## src/verilog/wsw_pkg.sv

```systemverilog
// Constants, state codes and carrier types of the watchdog, sleep and wake controller.
// Assumes one 10 MHz clock, a synchronous active-high reset and a core sequencer beside it.

package wsw_pkg;

  localparam logic [13:0] STATUS_ADDR = 14'h0003;
  localparam logic [13:0] OPTION_ADDR = 14'h0081;
  localparam logic [13:0] OPTION_MIRROR_ADDR = 14'h0181;
  localparam logic [13:0] CONFIG_ADDR = 14'h2007;
  localparam logic [6:0] COMMON_BASE = 7'h70;
  localparam int COMMON_DEPTH = 16;

  localparam logic [7:0] OPTION_RESET = 8'hFF;
  localparam int OPT_PSA_BIT = 3;
  localparam int CFG_WATCHDOG_ENABLE_CFG_BIT = 3;
  localparam int STAT_TO_BIT = 4;
  localparam int STAT_PD_BIT = 3;
  localparam int STAT_WDTRST_BIT = 0;

  localparam logic [2:0] FOSC_LP = 3'h0;
  localparam logic [2:0] FOSC_XT = 3'h1;
  localparam logic [2:0] FOSC_HS = 3'h2;

  localparam logic [12:0] IRQ_VECTOR = 13'h0004;

  localparam int CLK_PERIOD_NS = 100;
  localparam int TOSC_NS = 100;
  localparam int OST_TOSC = 1024;
  localparam int OST_CYCLES = (OST_TOSC * TOSC_NS + CLK_PERIOD_NS - 1) / CLK_PERIOD_NS;

  typedef enum logic [1:0] {
    ST_RUN = 2'b00,
    ST_SLEEP = 2'b01,
    ST_OST = 2'b10,
    ST_RESUME = 2'b11
  } wsw_state_t;

  typedef struct packed {
    logic sleepExec;
    logic watchdogClearInstr;
    logic globalIrqEnable;
    logic [12:0] pc;
  } wsw_core_cmd_t;

  typedef struct packed {
    logic pcLoad;
    logic [12:0] pcValue;
    logic stackPush;
    logic [12:0] pushValue;
    logic gieClear;
  } wsw_seq_ctl_t;

endpackage

```

## src/verilog/wsw_watchdog_sleep_wake_ctrl.sv

```systemverilog
// Watchdog timer, power-down sequencing, wake decision and interrupt entry for the core.
// Assumes the core sequencer reacts to the control outputs on the next clock edge.
//
// Local design decision: the strobed register port.
`timescale 1ns/1ps

module wsw_watchdog_sleep_wake_ctrl #(
  parameter int NIRQ = 8,
  parameter int IO_W = 15,
  parameter logic [NIRQ-1:0] WAKE_CAPABLE = '1,
  parameter int WDT_RC_DIV = 8,
  parameter int WDT_BASE_TICKS = 256
) (
  input wire logic clk,
  input wire logic rst,
  input wire logic [13:0] regAddr,
  input wire logic [7:0] regWdata,
  input wire logic regWr,
  input wire logic regRd,
  output logic [7:0] regRdata,
  input wire logic [7:0] cfgWordIn,
  input wire wsw_pkg::wsw_core_cmd_t core,
  input wire logic [NIRQ-1:0] irqFlag,
  input wire logic [NIRQ-1:0] irqEnable,
  input wire logic masterClearN,
  input wire logic [IO_W-1:0] ioOutIn,
  input wire logic [IO_W-1:0] ioOeIn,
  output logic [IO_W-1:0] ioOut,
  output logic [IO_W-1:0] ioOe,
  output wsw_pkg::wsw_seq_ctl_t seqCtl,
  output logic prefetchReq,
  output logic [12:0] prefetchAddr,
  output logic execPrefetched,
  output logic coreHalt,
  output logic oscDriverOn,
  output logic deviceReset,
  output logic wdtResetFlag,
  output logic timeoutFlagN,
  output logic powerdownFlagN
);

  localparam int RC_W = $clog2(WDT_RC_DIV);
  localparam int BASE_W = $clog2(WDT_BASE_TICKS);
  localparam int OST_W = $clog2(wsw_pkg::OST_CYCLES + 1);

  // The watchdog period is not fixed by the device, so both figures stay parameters.
  if (NIRQ < 1 || IO_W < 1 || WDT_RC_DIV < 2 || WDT_BASE_TICKS < 2 || WDT_BASE_TICKS > 65536)
  begin : paramCheck
    $error("wsw_watchdog_sleep_wake_ctrl: parameter out of range");
  end

  ////////////////////////////////////////////////////////////////////////////
  // Decoding helpers.

  function automatic logic isCommon(input logic [13:0] addr);
    isCommon = (addr[13:9] == 5'h00) && (addr[6:0] >= wsw_pkg::COMMON_BASE);
  endfunction

  function automatic logic isOption(input logic [13:0] addr);
    isOption = (addr == wsw_pkg::OPTION_ADDR) || (addr == wsw_pkg::OPTION_MIRROR_ADDR);
  endfunction

  function automatic logic [7:0] postLimitOf(input logic [7:0] opt);
    if (opt[wsw_pkg::OPT_PSA_BIT])
    begin
      postLimitOf = 8'(1 << opt[2:0]);
    end
    else
    begin
      postLimitOf = 8'h01;
    end
  endfunction

  ////////////////////////////////////////////////////////////////////////////
  // State and internal signals.

  wsw_pkg::wsw_state_t state;
  logic [7:0] timerOptionControl;
  logic [7:0] deviceConfigurationWord;
  logic [7:0] commonRam [wsw_pkg::COMMON_DEPTH];
  logic [RC_W-1:0] rcDiv;
  logic rcTick;
  logic [BASE_W-1:0] baseCount;
  logic [7:0] postCount;
  logic [OST_W-1:0] ostCount;
  logic watchdogEnableCfg;
  logic pending;
  logic wakeIrq;
  logic sleepEffective;
  logic wdtExpire;
  logic needOst;

  assign watchdogEnableCfg = deviceConfigurationWord[wsw_pkg::CFG_WATCHDOG_ENABLE_CFG_BIT];
  assign pending = |(irqFlag & irqEnable);
  assign wakeIrq = |(irqFlag & irqEnable & WAKE_CAPABLE);
  // A sleep that finds an enabled request already pending neither enters sleep nor sets the flags; only the prefetch still happens.
  assign sleepEffective = (state == wsw_pkg::ST_RUN) && core.sleepExec && !pending;
  // At or past the limit: a ratio lowered by software must not let the count run on for a full wrap.
  assign wdtExpire = watchdogEnableCfg && rcTick && (baseCount == BASE_W'(WDT_BASE_TICKS - 1))
                     && (postCount >= postLimitOf(timerOptionControl) - 8'h01);
  assign needOst = (deviceConfigurationWord[2:0] == wsw_pkg::FOSC_LP)
                   || (deviceConfigurationWord[2:0] == wsw_pkg::FOSC_XT)
                   || (deviceConfigurationWord[2:0] == wsw_pkg::FOSC_HS);

  ////////////////////////////////////////////////////////////////////////////
  // Watchdog oscillator and counter.

  // The divider stands in for the watchdog's own oscillator and is never gated by sleep.
  always_ff @(posedge clk)
  begin
    if (rst)
    begin
      rcDiv <= '0;
      rcTick <= 1'b0;
    end
    else
    begin
      rcTick <= (rcDiv == RC_W'(WDT_RC_DIV - 1));
      rcDiv <= (rcDiv == RC_W'(WDT_RC_DIV - 1)) ? '0 : rcDiv + 1'b1;
    end
  end

  always_ff @(posedge clk)
  begin
    if (rst || !watchdogEnableCfg)
    begin
      baseCount <= '0;
      postCount <= 8'h00;
    end
    else if (sleepEffective || (state == wsw_pkg::ST_RUN && core.watchdogClearInstr))
    begin
      baseCount <= '0;
      postCount <= 8'h00;
    end
    else if (rcTick)
    begin
      if (baseCount == BASE_W'(WDT_BASE_TICKS - 1))
      begin
        baseCount <= '0;
        postCount <= wdtExpire ? 8'h00 : postCount + 8'h01;
      end
      else
      begin
        baseCount <= baseCount + 1'b1;
      end
    end
  end

  ////////////////////////////////////////////////////////////////////////////
  // Sleep and wake sequencing.

  always_ff @(posedge clk)
  begin
    if (rst)
    begin
      state <= wsw_pkg::ST_RUN;
      ostCount <= '0;
      deviceReset <= 1'b0;
      coreHalt <= 1'b0;
      oscDriverOn <= 1'b1;
      execPrefetched <= 1'b0;
    end
    else
    begin
      deviceReset <= 1'b0;
      execPrefetched <= 1'b0;
      if (!masterClearN)
      begin
        deviceReset <= 1'b1;
        state <= wsw_pkg::ST_RUN;
        coreHalt <= 1'b0;
        oscDriverOn <= 1'b1;
      end
      else
      begin
        case (state)
          wsw_pkg::ST_RUN:
          begin
            if (wdtExpire)
            begin
              deviceReset <= 1'b1;
            end
            else if (sleepEffective)
            begin
              state <= wsw_pkg::ST_SLEEP;
              coreHalt <= 1'b1;
              oscDriverOn <= 1'b0;
            end
          end
          wsw_pkg::ST_SLEEP:
          begin
            // A wake source already present on entry wakes on the first sleep cycle.
            if (wdtExpire || wakeIrq)
            begin
              oscDriverOn <= 1'b1;
              ostCount <= '0;
              state <= needOst ? wsw_pkg::ST_OST : wsw_pkg::ST_RESUME;
            end
          end
          wsw_pkg::ST_OST:
          begin
            ostCount <= ostCount + 1'b1;
            if (ostCount == OST_W'(wsw_pkg::OST_CYCLES - 1))
            begin
              state <= wsw_pkg::ST_RESUME;
            end
          end
          wsw_pkg::ST_RESUME:
          begin
            // The prefetched instruction runs first; a still pending request then vectors.
            execPrefetched <= 1'b1;
            coreHalt <= 1'b0;
            state <= wsw_pkg::ST_RUN;
          end
          default:
          begin
            state <= wsw_pkg::ST_RUN;
          end
        endcase
      end
    end
  end

  ////////////////////////////////////////////////////////////////////////////
  // Status flags.

  always_ff @(posedge clk)
  begin
    if (rst)
    begin
      timeoutFlagN <= 1'b1;
      powerdownFlagN <= 1'b1;
    end
    else if (wdtExpire)
    begin
      timeoutFlagN <= 1'b0;
    end
    else if (sleepEffective)
    begin
      timeoutFlagN <= 1'b1;
      powerdownFlagN <= 1'b0;
    end
  end

  always_ff @(posedge clk)
  begin
    if (rst || !masterClearN)
    begin
      wdtResetFlag <= 1'b0;
    end
    else if (state == wsw_pkg::ST_RUN && wdtExpire)
    begin
      wdtResetFlag <= 1'b1;
    end
  end

  ////////////////////////////////////////////////////////////////////////////
  // Pin hold, prefetch and interrupt entry.

  always_ff @(posedge clk)
  begin
    if (rst)
    begin
      ioOut <= '0;
      ioOe <= '0;
    end
    else if (!sleepEffective && state != wsw_pkg::ST_SLEEP && state != wsw_pkg::ST_OST)
    begin
      ioOut <= ioOutIn;
      ioOe <= ioOeIn;
    end
  end

  always_ff @(posedge clk)
  begin
    if (rst)
    begin
      prefetchReq <= 1'b0;
      prefetchAddr <= 13'h0000;
    end
    else
    begin
      prefetchReq <= (state == wsw_pkg::ST_RUN) && core.sleepExec;
      if (state == wsw_pkg::ST_RUN && core.sleepExec)
      begin
        prefetchAddr <= core.pc + 13'h0001;
      end
    end
  end

  // The previous entry blocks a second one until the core has dropped its global enable.
  always_ff @(posedge clk)
  begin
    if (rst)
    begin
      seqCtl <= '0;
    end
    else
    begin
      seqCtl <= '0;
      if (state == wsw_pkg::ST_RUN && masterClearN && !wdtExpire && !core.sleepExec
          && core.globalIrqEnable && pending && !seqCtl.gieClear)
      begin
        seqCtl.gieClear <= 1'b1;
        seqCtl.stackPush <= 1'b1;
        seqCtl.pushValue <= core.pc;
        seqCtl.pcLoad <= 1'b1;
        seqCtl.pcValue <= wsw_pkg::IRQ_VECTOR;
      end
    end
  end

  ////////////////////////////////////////////////////////////////////////////
  // Register port.

  always_ff @(posedge clk)
  begin
    if (rst)
    begin
      deviceConfigurationWord <= cfgWordIn;
      timerOptionControl <= wsw_pkg::OPTION_RESET;
    end
    else if (regWr && isOption(regAddr))
    begin
      timerOptionControl <= regWdata;
    end
  end

  // Common bytes hold no reset value, like ordinary data memory.
  always_ff @(posedge clk)
  begin
    if (regWr && isCommon(regAddr))
    begin
      commonRam[regAddr[3:0]] <= regWdata;
    end
  end

  always_ff @(posedge clk)
  begin
    if (rst || !regRd)
    begin
      regRdata <= 8'h00;
    end
    else if (isCommon(regAddr))
    begin
      regRdata <= commonRam[regAddr[3:0]];
    end
    else if (isOption(regAddr))
    begin
      regRdata <= timerOptionControl;
    end
    else if (regAddr == wsw_pkg::CONFIG_ADDR)
    begin
      regRdata <= deviceConfigurationWord;
    end
    else if (regAddr == wsw_pkg::STATUS_ADDR)
    begin
      regRdata <= {3'h0, timeoutFlagN, powerdownFlagN, 2'h0, wdtResetFlag};
    end
    else
    begin
      regRdata <= 8'h00;
    end
  end

  ////////////////////////////////////////////////////////////////////////////
  // Assertions.

  sleep_as_nop_a: assert property (@(posedge clk) disable iff (rst)
    (state == wsw_pkg::ST_RUN && core.sleepExec && pending && masterClearN && !wdtExpire)
    |=> (state == wsw_pkg::ST_RUN) && $stable(powerdownFlagN) && $stable(timeoutFlagN))
    else $error("sleep with pending request changed state or flags");

  wdt_reset_a: assert property (@(posedge clk) disable iff (rst)
    (state == wsw_pkg::ST_RUN && wdtExpire && masterClearN)
    |=> deviceReset && wdtResetFlag && !timeoutFlagN)
    else $error("awake watchdog time-out did not reset");

  wdt_wake_a: assert property (@(posedge clk) disable iff (rst)
    (state == wsw_pkg::ST_SLEEP && wdtExpire && masterClearN)
    |=> !deviceReset && (state != wsw_pkg::ST_SLEEP) && !timeoutFlagN)
    else $error("sleeping watchdog time-out did not wake");

  sleep_flags_a: assert property (@(posedge clk) disable iff (rst)
    (sleepEffective && !wdtExpire && masterClearN)
    |=> !powerdownFlagN && timeoutFlagN && !oscDriverOn && coreHalt)
    else $error("sleep entry flags or oscillator wrong");

  pin_hold_a: assert property (@(posedge clk) disable iff (rst)
    (state == wsw_pkg::ST_SLEEP && $past(state) == wsw_pkg::ST_SLEEP)
    |-> $stable(ioOut) && $stable(ioOe))
    else $error("pins changed during sleep");

  wdt_off_a: assert property (@(posedge clk) disable iff (rst)
    !watchdogEnableCfg |=> (baseCount == '0) && (postCount == 8'h00) && !wdtExpire)
    else $error("disabled watchdog counted");

  wdt_clear_a: assert property (@(posedge clk) disable iff (rst)
    sleepEffective |=> (baseCount == '0) && (postCount == 8'h00))
    else $error("sleep did not clear the watchdog");

  ost_wait_a: assert property (@(posedge clk) disable iff (rst)
    (state == wsw_pkg::ST_SLEEP ##1 state == wsw_pkg::ST_OST && masterClearN)
    |-> (state == wsw_pkg::ST_OST && coreHalt && !execPrefetched) [*8])
    else $error("start-up wait cut short");

  prefetch_a: assert property (@(posedge clk) disable iff (rst)
    (state == wsw_pkg::ST_RUN && core.sleepExec)
    |=> prefetchReq && (prefetchAddr == $past(core.pc) + 13'h0001))
    else $error("wrong prefetch address");

  vector_a: assert property (@(posedge clk) disable iff (rst)
    seqCtl.pcLoad |-> (seqCtl.pcValue == wsw_pkg::IRQ_VECTOR) && seqCtl.gieClear
    && seqCtl.stackPush && (seqCtl.pushValue == $past(core.pc)))
    else $error("interrupt entry incomplete");

  master_clear_n_sleep_a: assert property (@(posedge clk) disable iff (rst)
    (state == wsw_pkg::ST_SLEEP && !masterClearN) |=> deviceReset && !coreHalt)
    else $error("master clear in sleep did not reset");

  irq_wake_a: assert property (@(posedge clk) disable iff (rst)
    (state == wsw_pkg::ST_SLEEP && wakeIrq && masterClearN)
    |=> (state != wsw_pkg::ST_SLEEP) && oscDriverOn)
    else $error("enabled interrupt did not wake");

endmodule

```

## config.mk

```make
export PLATFORM = sky130hd
export DESIGN_NAME = wsw_watchdog_sleep_wake_ctrl
export DESIGN_NICKNAME = d
export VERILOG_FILES = /design/src/verilog/wsw_pkg.sv /design/src/verilog/wsw_watchdog_sleep_wake_ctrl.sv
export SDC_FILE = /design/constraint.sdc
export NUM_CORES = 1
export LEC_CHECK = 0
export ABC_AREA = 1
export ABC_CLOCK_PERIOD_IN_PS = 5760
export BUFFER_PORTS_ARGS = -buffer_cell sky130_fd_sc_hd__buf_2
export CORE_MARGIN = 5
export CORE_UTILIZATION = 41
export DETAILED_ROUTE_END_ITERATION = 6
export SYNTH_ARGS = -nofsm -noshare
export SYNTH_HDL_FRONTEND = slang
export SYNTH_SLANG_ARGS = --single-unit
```

## constraint.sdc

```tcl
create_clock -name clk -period 5.76 [get_ports clk]
set_clock_uncertainty 0.15 [all_clocks]
set_input_delay 1.152 -clock clk [delete_from_list [all_inputs] [get_ports clk]]
set_output_delay 1.152 -clock clk [all_outputs]
set_load 0.01 [all_outputs]
```

==> impl_metrics.toml, run 1 <==
[final_layout]
drive_above_1_share = 0.1782
final_cells = 1615
n_antenna_cell = 0
layout.nets = 1381
areaGrowthSynthToFinish_pct = 18.33
multi_input_area_mm2 = 0.003530
num-fill-cells = 2339
regArea_mm2 = 0.006366

[min_path]
min-delay-start = "rcDiv[0]"
hp-class = "reg2reg"

[timing]
slew_headroom = 0.2591
finalCritPeriodShare = 0.5988
setup_tns_ps = 0
rsz0062_at_grt = "false"
setup_viol = 0
report.final.slew_viol_count = 0
tightest_slew_ps = 1110
fin_crit_ps = 3449
hold_viol_final = 0
fmax_mhz = 290.0

[pwr]
switching_power_uw = 883.3
p_int_uw = 2958
ir_drop_uv = 178.8
switching_share = 0.2299
combPwrFrac = 0.078
p_seq_frac = 0.506
power.density_mw_per_mm2 = 309.9
p_leak_uw = 0.005388
clock_power_share = 0.416

[clock_network]
ctsResizeCount = 0
clk_pin_slew_worst_paths_ps = 60
tritoncts = "yes"
h-tree-depth = 1
cts_sinks = 250
insertion_delay_ps = 530
numCtsBuffers = 26
cts_setup_buffers = 0
cts_buffer_depth = 3
cts_root_buffer = "clkbuf_16"
cts_hold_buffers = 0

[floorplan]
die_x_um = 169.9
io_pins = 185
rows = 58
start_util = 0.4161
fp.dieArea_mm2 = 0.02885
design.core.area_mm2 = 0.02518
fp.dieH_um = 169.9

[routing]
wl_per_cell_um = 16.29
routed_wirelength_um = 26310
drtAntennaViolNets = 0
post_drt_via_cell_ratio = 4.980
drtIter0Drc = 554
vias = 8043
drc = 0
dr.pass1.iters = 5

[synthesis]
synth.area.top_cells = "edfxtp_1, dfxtp_1, nand2_1"
syn_inst = 1096
synth_seq_cells = 250
yosysWarningCount = 0
synth_top_cell_by_area = "edfxtp_1"
postSynthAreaPerCell_um2 = 9.560
netlist-cell-type-count = 41
synth_area_mm2 = 0.01048
yosysSeqAreaShare = 0.6076
synth_top_area_share = 0.3898

[job]
cap_violations = 0

[setup_path]
critPathLaunchType = "register"
critical_path_class = "reg2reg"
crit_path_end_kind = "register"
regToRegStartpoint = "state[0]"
critical_path.max_fanout = 31
crit_arrival_ps = 3700
cp.required_ps = 6010
startpoint = "state[0]"

[placement]
gp_congestion = 0.8658
port_buffers = 172
dp_cells = 1567
hpwlAfterDp_um = 18650

[global_route]
grt_start_max_net_pins = 33
grt_use_total = 0.1785
antenna_found_initial = 0
grt.overflow.total = 0
grt_pass1_wl_um = 41490
grt_pass1_vias = 7752

[status]
outcome = "finished clean"
==> metrics by stage <==
| stage | power [uW] | cell area [um2] | setup slack [ps] | utilization | hold slack [ps] |
|---|---|---|---|---|---|
| floorplan | 2147 | 10520 | 2678 | - | 249.2 |
| global placement | 2282 | 11580 | 1863 | 0.4600 | 265.0 |
| detailed placement | 2283 | 11580 | 1824 | 0.4600 | 265.0 |
| CTS | 3877 | 12400 | 2306 | 0.4923 | 273.6 |
| global route | 4004 | 12400 | 1881 | 0.4923 | 285.8 |
| finish | 3842 | 12400 | 2311 | 0.4923 | 271.8 |
==> worst max-delay path: stages (launching register included) <==
cell     delay, ps
dfxtp_1        350
inv_1          120
ha_1           320
nand2_1        310
nor2_1         310
inv_1          120
nand2_1        630
inv_1          660
nor2_1         280
nor2_1          70
==> placed cells by master, fill, tap and decap left out, types with 2 or more instances in the layout <==
cell and instances:
nand2_2 2, clkinv_1 14, a41oi_1 6, nor2_2 5, nor2_1 186, o21ai_0 69, clkinv_2 3, inv_1 97
nand2_1 217, o211ai_1 11, edfxtp_1 136, a22o_1 5, buf_4 4, nand2_4 4, buf_2 172, nor4_1 3
clkbuf_16 27, nor3_1 14, ha_1 19, a22oi_1 40, a21oi_1 24, nor3_2 2, or2_2 2, conb_1 13
nand4_1 15, clkbuf_1 4, bufinv_16 2, nor3b_1 2, o21ai_1 3, a211oi_1 4, dfxtp_1 114, xnor2_1 4
o21a_1 2, xor2_1 16, nand3_1 35
==> cell families (layout without fill, tap and decap cells) <==
kind of cell,Yosys count,in the layout,share of synthesized area
and+or+nand+nor,491,491,0.1950
adders and majority gates,19,19,0.02269
AOI/OAI and AO/OA,166,166,0.09733
buffers and inverters,148,326,0.05995
other,2,13,0.0007168
DFF,250,250,0.6076
xor gates and xnor gates,20,20,0.01672
==> synth_stat cells, drive strengths merged <==
cell type / n
nand3b: 1
or2: 2
nor2: 192
clkbuf: 22
a41oi: 6
edfxtp: 136
o211ai: 11
a31oi: 1
a21oi: 24
o21a: 2
a22o: 5
buf: 24
and3: 1
nor3: 17
xor2: 16
nand2: 223
xnor2: 4
clkinv: 4
a211oi: 4
nand4: 15
conb: 2
ha: 19
dfxtp: 114
nor4: 3
nand3: 35
a22oi: 40
a31o: 1
nor3b: 2
o21ai: 72
inv: 98
==> area by class of cell <==
class | count | share of cell area
clock buffer | 31 | 0.05571
inverter | 102 | 0.03088
timing repair buffer | 176 | 0.07185
sequential | 250 | 0.5135
tap | 330 | 0.03330
clock inverter | 17 | 0.01009
multi-input combinational | 709 | 0.2847
==> power by group through the flow <==
stage / logic [uW] / clock network (uW) / registers [uW]
3_5_place_dp: 301 / 0 / 1980
6_report: 299 / 1600 / 1940
3_3_place_gp: 300 / 0 / 1980
4_1_cts: 302 / 1630 / 1940
2_1_floorplan: 152 / 0 / 1990
5_1_grt: 340 / 1710 / 1950
==> registers in the layout, indices dropped and copies added (netlist names), 11 cells and up <==
| name | cells |
|---|---|
| ioOe | 15 |
| seqCtl | 14 |
| ioOut | 15 |
| ostCount | 11 |
| prefetchAddr | 13 |
| commonRam | 128 |
==> path summary, 6_finish.rpt <==
check                   to  slack [ps]  depth (start not counted)
hold reg to reg   rcDiv[0]         270                          1
setup / recovery  ioOut[6]        2310                          9
setup reg to reg  ioOut[6]        2310                          9
hold / removal    rcDiv[0]         270                          1
==> layer usage <==
metal | part of all wire | up-vias | track usage
met3 | 0.071 | 24 | 0.03577
met2 | 0.48 | 239 | 0.2960
met1 | 0.44 | 3779 | 0.2474
met5 | 0 | - | 0
met4 | 0.012 | 0 | 0.03185
li1 | - | 4001 | -
Note: power is estimated with default switching activity, not from simulation.
==> run 2: changes to the inputs <==
--- a/config.mk
+++ b/config.mk
@@ -6,7 +6,7 @@
 export NUM_CORES = 1
 export LEC_CHECK = 0
 export ABC_AREA = 1
-export ABC_CLOCK_PERIOD_IN_PS = 5760
+export ABC_CLOCK_PERIOD_IN_PS = 2850
 export BUFFER_PORTS_ARGS = -buffer_cell sky130_fd_sc_hd__buf_2
 export CORE_MARGIN = 5
 export CORE_UTILIZATION = 41
==> constraint.sdc (replaced) <==
create_clock -name clk -period 2.85 [get_ports clk]
set_clock_uncertainty 0.15 [all_clocks]
set_input_delay 0.57 -clock clk [delete_from_list [all_inputs] [get_ports clk]]
set_output_delay 0.57 -clock clk [all_outputs]
set_load 0.01 [all_outputs]
==> run 2 against run 1 <==
Effect of this change: count of clock-buffer cells in the layout fell by 2; sequential share of layout area fell by 1.5 points; global-route usage barely moved; worst hold slack got worse by 200 ps; setup slack got worse by 2100 ps; cell count rose by 2.1%; clock power rose by 120%; critical path depth rose by 10; die area did not move; non-clock buffer count rose by 33.
==> impl_metrics.toml, run 2 (synthesis gave the netlist of run 1 again) <==
[setup_path]
critical_path_class = "reg2reg"
slowest_stage = "dfxtp_2"
critPathBufInv = 3
crit_path_end_kind = "register"
startpoint = "timerOptionControl[1]"
path_cells = "inv_1, a31oi_2, ha_1, inv_1, xor2_1, ha_1, nand2_1, nor2_1, nor2_1, nand2_1, nand2_1, nand2_1, nand2_4, nand2_4, nand2_4, inv_4, nand2_1, nand2_1, nor2_2"
ff2ff_setup_slack_ps = 230
crit_arrival_ps = 2880
cp.required_ps = 3110
slowest_delay_ps = 360
crit_family = "simple AND/OR/NAND/NOR gates"
critical_path.max_fanout = 14
critPathLaunchType = "register"
reg2reg_depth = 19
regToRegEndpoint = "ostCount[1]"
crit_top_cell = "nand2_1"
regToRegStartpoint = "timerOptionControl[1]"

[min_path]
min-delay-start = "cfgWordIn[1]"
hold_path_end = "deviceConfigurationWord[1]"
holdPathStages = 1
hp-class = "in2reg"

[routing]
drtIter0Drc = 464
vias = 8007
drc = 0
routed_wirelength_um = 26240
wl_per_cell_um = 15.91
dr.pass1.iters = 5
drtAntennaViolNets = 0
post_drt_via_cell_ratio = 4.856

[timing]
finalCritPeriodShare = 0.9182
setup_tns_ps = 0
rsz0062_at_grt = "false"
slew_headroom = 0.3576
tightest_slew_ps = 962.5
hold_viol_final = 0
setup_viol = 0
report.final.slew_viol_count = 0
fmax_mhz = 382.1
fin_crit_ps = 2617

[pwr]
switching_share = 0.2254
clock_power_share = 0.441
p_seq_frac = 0.482
switching_power_uw = 1836
combPwrFrac = 0.077
power.density_mw_per_mm2 = 637.2
ir_drop_uv = 427.4
p_leak_uw = 0.005623
p_int_uw = 6308

[final_layout]
n_antenna_cell = 0
areaGrowthSynthToFinish_pct = 21.98
layout.nets = 1415
final_cells = 1649
final_cell_mix = "nand2_1, nor2_1, buf_2"
largest_reg_flops = 128
final_common_cell = "nand2_1"
drive_above_1_share = 0.2085

[global_route]
antenna_found_initial = 0
grt_start_max_net_pins = 34
grt_pass1_vias = 7826
grt.overflow.total = 0
grt_pass1_wl_um = 41140
grt_use_total = 0.1782

[clock_network]
cts_setup_buffers = 0
insertion_delay_ps = 530
tritoncts = "yes"
cts_root_buffer = "clkbuf_16"
cts_buffer_depth = 3
numCtsBuffers = 27
cts_sinks = 250
clk_pin_slew_worst_paths_ps = 60
h-tree-depth = 1

[placement]
dp_cells = 1600
port_buffers = 172
hpwlAfterDp_um = 18790
gp_congestion = 0.8827

[floorplan]
rows = 58
die_x_um = 169.9
fp.dieH_um = 169.9
start_util = 0.4161
io_pins = 185
fp.dieArea_mm2 = 0.02885
design.core.area_mm2 = 0.02518

[status]
outcome = "finished clean"

[job]
cap_violations = 0
[run 2: changes by cell type in the layout (fill, tap and decap cells not counted), moves of 3 or more]
| cell | previous run | this run |
|---|---|---|
| bufinv_16 | 2 | 5 |
| clkbuf_1 | 4 | 1 |
| buf_4 | 4 | 36 |
| dfxtp_1 | 114 | 111 |
| clkinv_1 | 14 | 9 |
| clkinv_2 | 3 | 6 |
| dfxtp_2 | 0 | 3 |
| clkinv_4 | 0 | 3 |
[run 2: worst reg2reg max path, cell delays in order (launching register included)]
cell and delay [ps]:
dfxtp_2 360, inv_1 90, a31oi_2 210, ha_1 200
inv_1 50, xor2_1 150, ha_1 270, nand2_1 60
nor2_1 100, nor2_1 50, nand2_1 60, nand2_1 50
nand2_1 110, nand2_4 100, nand2_4 100, nand2_4 120
inv_4 130, nand2_1 60, nand2_1 70, nor2_2 30
[run 2: how the worst max path moves through the flow]
stage | endpoint | slack (ps) | cells after the start
3_3_place_gp | ostCount[1] | 170 | 19
4_1_cts | ostCount[1] | 130 | 19
3_5_place_dp | ostCount[1] | 130 | 19
6_report | ostCount[1] | 230 | 19
5_1_grt | ostCount[9] | 6 | 18
2_1_floorplan | commonRam[8][0] | 350 | 7
[run 2: layer usage]
layer,track usage,wire length (um),up-vias
li1,-,-,4065
met3,0.04228,1998,32
met1,0.2329,11270,3663
met2,0.3047,12520,247
met5,0,0,-
met4,0.03640,449,0
[run 2: per-stage QoR]
step | setup WS (ps) | power, uW | utilization | area (um2) | hold slack (ps)
2_1_floorplan | 349.8 | 4338 | - | 10520 | 249.2
3_3_place_gp | 174.9 | 4632 | 0.4703 | 11840 | 260.3
3_5_place_dp | 132.4 | 4635 | 0.4703 | 11840 | 268.6
4_1_cts | 130.9 | 8225 | 0.5071 | 12770 | 50.89
5_1_grt | 5.622 | 8472 | 0.5076 | 12780 | 48.88
6_report | 233.1 | 8144 | 0.5076 | 12780 | 74.77
[run 2: what timing repair did]
item	4_1_cts	5_1_grt
hold endpoints to repair	0	0
endpoints found under the setup margin	0	17
resized for setup	0	5
hold buffers	0	0
[run 2: power by group through the flow]
stage          combinational (uW)  clock (uW)  sequential [uW]
6_report                      627        3590             3930
5_1_grt                       708        3830             3940
4_1_cts                       635        3660             3930
3_5_place_dp                  631           0             4000
3_3_place_gp                  629           0             4000
2_1_floorplan                 308           0             4030
[run 2: area by class of cell]
cell class                      count  area (um2)
Clock buffer                       29       693.2
Sequential cell                   250        6370
Clock inverter                     20       232.7
Tap cell                          330       412.9
Timing Repair Buffer              209        1151
Fill cell                        2320       12400
Multi-Input combinational cell    709        3536
Inverter                          102       385.4
==> run 3: changes to the inputs <==
--- a/config.mk
+++ b/config.mk
@@ -9,8 +9,9 @@
 export ABC_CLOCK_PERIOD_IN_PS = 2850
 export BUFFER_PORTS_ARGS = -buffer_cell sky130_fd_sc_hd__buf_2
 export CORE_MARGIN = 5
-export CORE_UTILIZATION = 41
+export CORE_UTILIZATION = 50
 export DETAILED_ROUTE_END_ITERATION = 6
+export PLACE_DENSITY = 0.75
 export SYNTH_ARGS = -nofsm -noshare
 export SYNTH_HDL_FRONTEND = slang
 export SYNTH_SLANG_ARGS = --single-unit
==> run 3 against run 2 <==
Effect of this change: critical path type unchanged; flip-flop and latch count is the same; critical path depth shrank 2; critical endpoint unchanged; worst hold slack gained 9.3 ps.
==> impl_metrics.toml, run 3 (synthesis gave the netlist of run 1 again) <==
[status]
outcome = "finished clean"

[floorplan]
fp.dieH_um = 154.8
rows = 53
start_util = 0.5032
die_x_um = 154.8
design.core.area_mm2 = 0.02082
io_pins = 185
fp.dieArea_mm2 = 0.02395

[timing]
hold_viol_final = 0
slew_headroom = 0.4023
setup_viol = 0
tightest_slew_ps = 895.5
fmax_mhz = 381.0
fin_crit_ps = 2624
rsz0062_at_grt = "false"
report.final.slew_viol_count = 0
finalCritPeriodShare = 0.9208
setup_tns_ps = 0

[global_route]
grt_use_total = 0.2121
grt_pass1_vias = 8069
grt.overflow.total = 0
grt_pass1_wl_um = 41370
grt_start_max_net_pins = 37
antenna_found_initial = 1

[routing]
vias = 8169
drtIter0Drc = 709
drtAntennaViolNets = 0
post_drt_via_cell_ratio = 5.154
dr.pass1.iters = 5
routed_wirelength_um = 26080
wl_per_cell_um = 16.45
drc = 0

[pwr]
p_leak_uw = 0.005581
clock_power_share = 0.429
combPwrFrac = 0.078
p_int_uw = 6220
ir_drop_uv = 428.5
power.density_mw_per_mm2 = 630.8
switching_power_uw = 1760
switching_share = 0.2205
p_seq_frac = 0.492

[setup_path]
critical_path.max_fanout = 14
regToRegStartpoint = "timerOptionControl[2]"
critPathLaunchType = "register"
crit_arrival_ps = 2850
startpoint = "timerOptionControl[2]"
critical_path_class = "reg2reg"
cp.required_ps = 3080
crit_path_end_kind = "register"

[final_layout]
areaGrowthSynthToFinish_pct = 20.74
final_area_mm2 = 0.01265
largest_reg_flops = 128
final_cell_mix = "nand2_1, nor2_1, buf_2"
final_common_cell = "nand2_1"
layout.nets = 1408
drive_above_1_share = 0.2000
num-fill-cells = 1708
n_antenna_cell = 0

[clock_network]
cts_setup_buffers = 0
cts_hold_buffers = 0
h-tree-depth = 1
insertion_delay_ps = 510
clk_pin_slew_worst_paths_ps = 70
cts_buffer_depth = 3
tritoncts = "yes"
ctsResizeCount = 0
cts_sinks = 250
cts_root_buffer = "clkbuf_16"
numCtsBuffers = 25

[placement]
gp_congestion = 0.9186
port_buffers = 172
placed_area_mm2 = 0.01176
hpwlAfterDp_um = 18300

[min_path]
min-delay-start = "cfgWordIn[0]"
hp-class = "in2reg"

[job]
cap_violations = 0
-- run 3: cell count changes in the layout (fill, tap and decap cells not counted), moves of 2 or more --
cell	before	now
buf_4	36	29
clkinv_4	3	0
clkinv_2	6	2
clkbuf_8	1	4
buf_12	1	3
clkbuf_1	1	4
-- run 3: power by group through the flow --
stage	Combinational (uW)	Clock, uW	Sequential, uW
floorplan	308	0	4030
global placement	613	0	4000
detailed placement	624	0	4000
CTS	627	3470	3930
global route	703	3630	3940
finish	624	3430	3930
-- run 3: layout make-up --
class | instances | area, um2 | share of cell area
sequential | 250 | 6369 | 0.5034
multi-input combinational | 709 | 3545 | 0.2802
timing repair buffer | 204 | 1139 | 0.09000
clock buffer | 34 | 720.7 | 0.05697
inverter | 102 | 385.4 | 0.03046
tap | 275 | 344.1 | 0.02720
clock inverter | 11 | 148.9 | 0.01177
-- run 3: worst paths after layout --
check                                             endpoint  slack (ps)  cells after the start
worst min-delay path            deviceConfigurationWord[0]          80                      1
worst max register to register                 ostCount[1]         230                     17
worst min register to register                    rcDiv[0]         280                      1
worst max-delay path                           ostCount[1]         230                     17
-- run 3: worst max-delay path, stage by stage, from the launching register on --
cell	delay [ps]
dfxtp_1	370
inv_1	90
a31oi_4	200
ha_1	190
nand2_1	70
o21ai_0	70
o21ai_0	120
ha_1	290
nand2_1	60
o21a_1	180
nand2_1	120
nand2_4	100
nand2_4	100
nand2_4	120
inv_4	120
nand2_1	50
nand2_1	60
nor2_2	30
-- run 3: routing by layer --
layer	vias up	routed length, um	track usage
li1	4051	-	-
met1	3779	10760	0.2781
met2	293	12620	0.3619
met3	44	2177	0.04813
met4	2	508	0.04710
met5	-	15	0
-- run 3: metrics by stage --
stage	instances	power, uW	util	hold WS, ps	setup WS [ps]
global route	1585	8270	0.6076	65.11	7.294
finish	1585	7980	0.6076	84.12	225.6
floorplan	1107	4338	-	249.2	349.8
global placement	1540	4616	0.5648	264.6	189.8
detailed placement	1540	4628	0.5648	266.3	113.9
CTS	1585	8025	0.6066	69.88	95.89
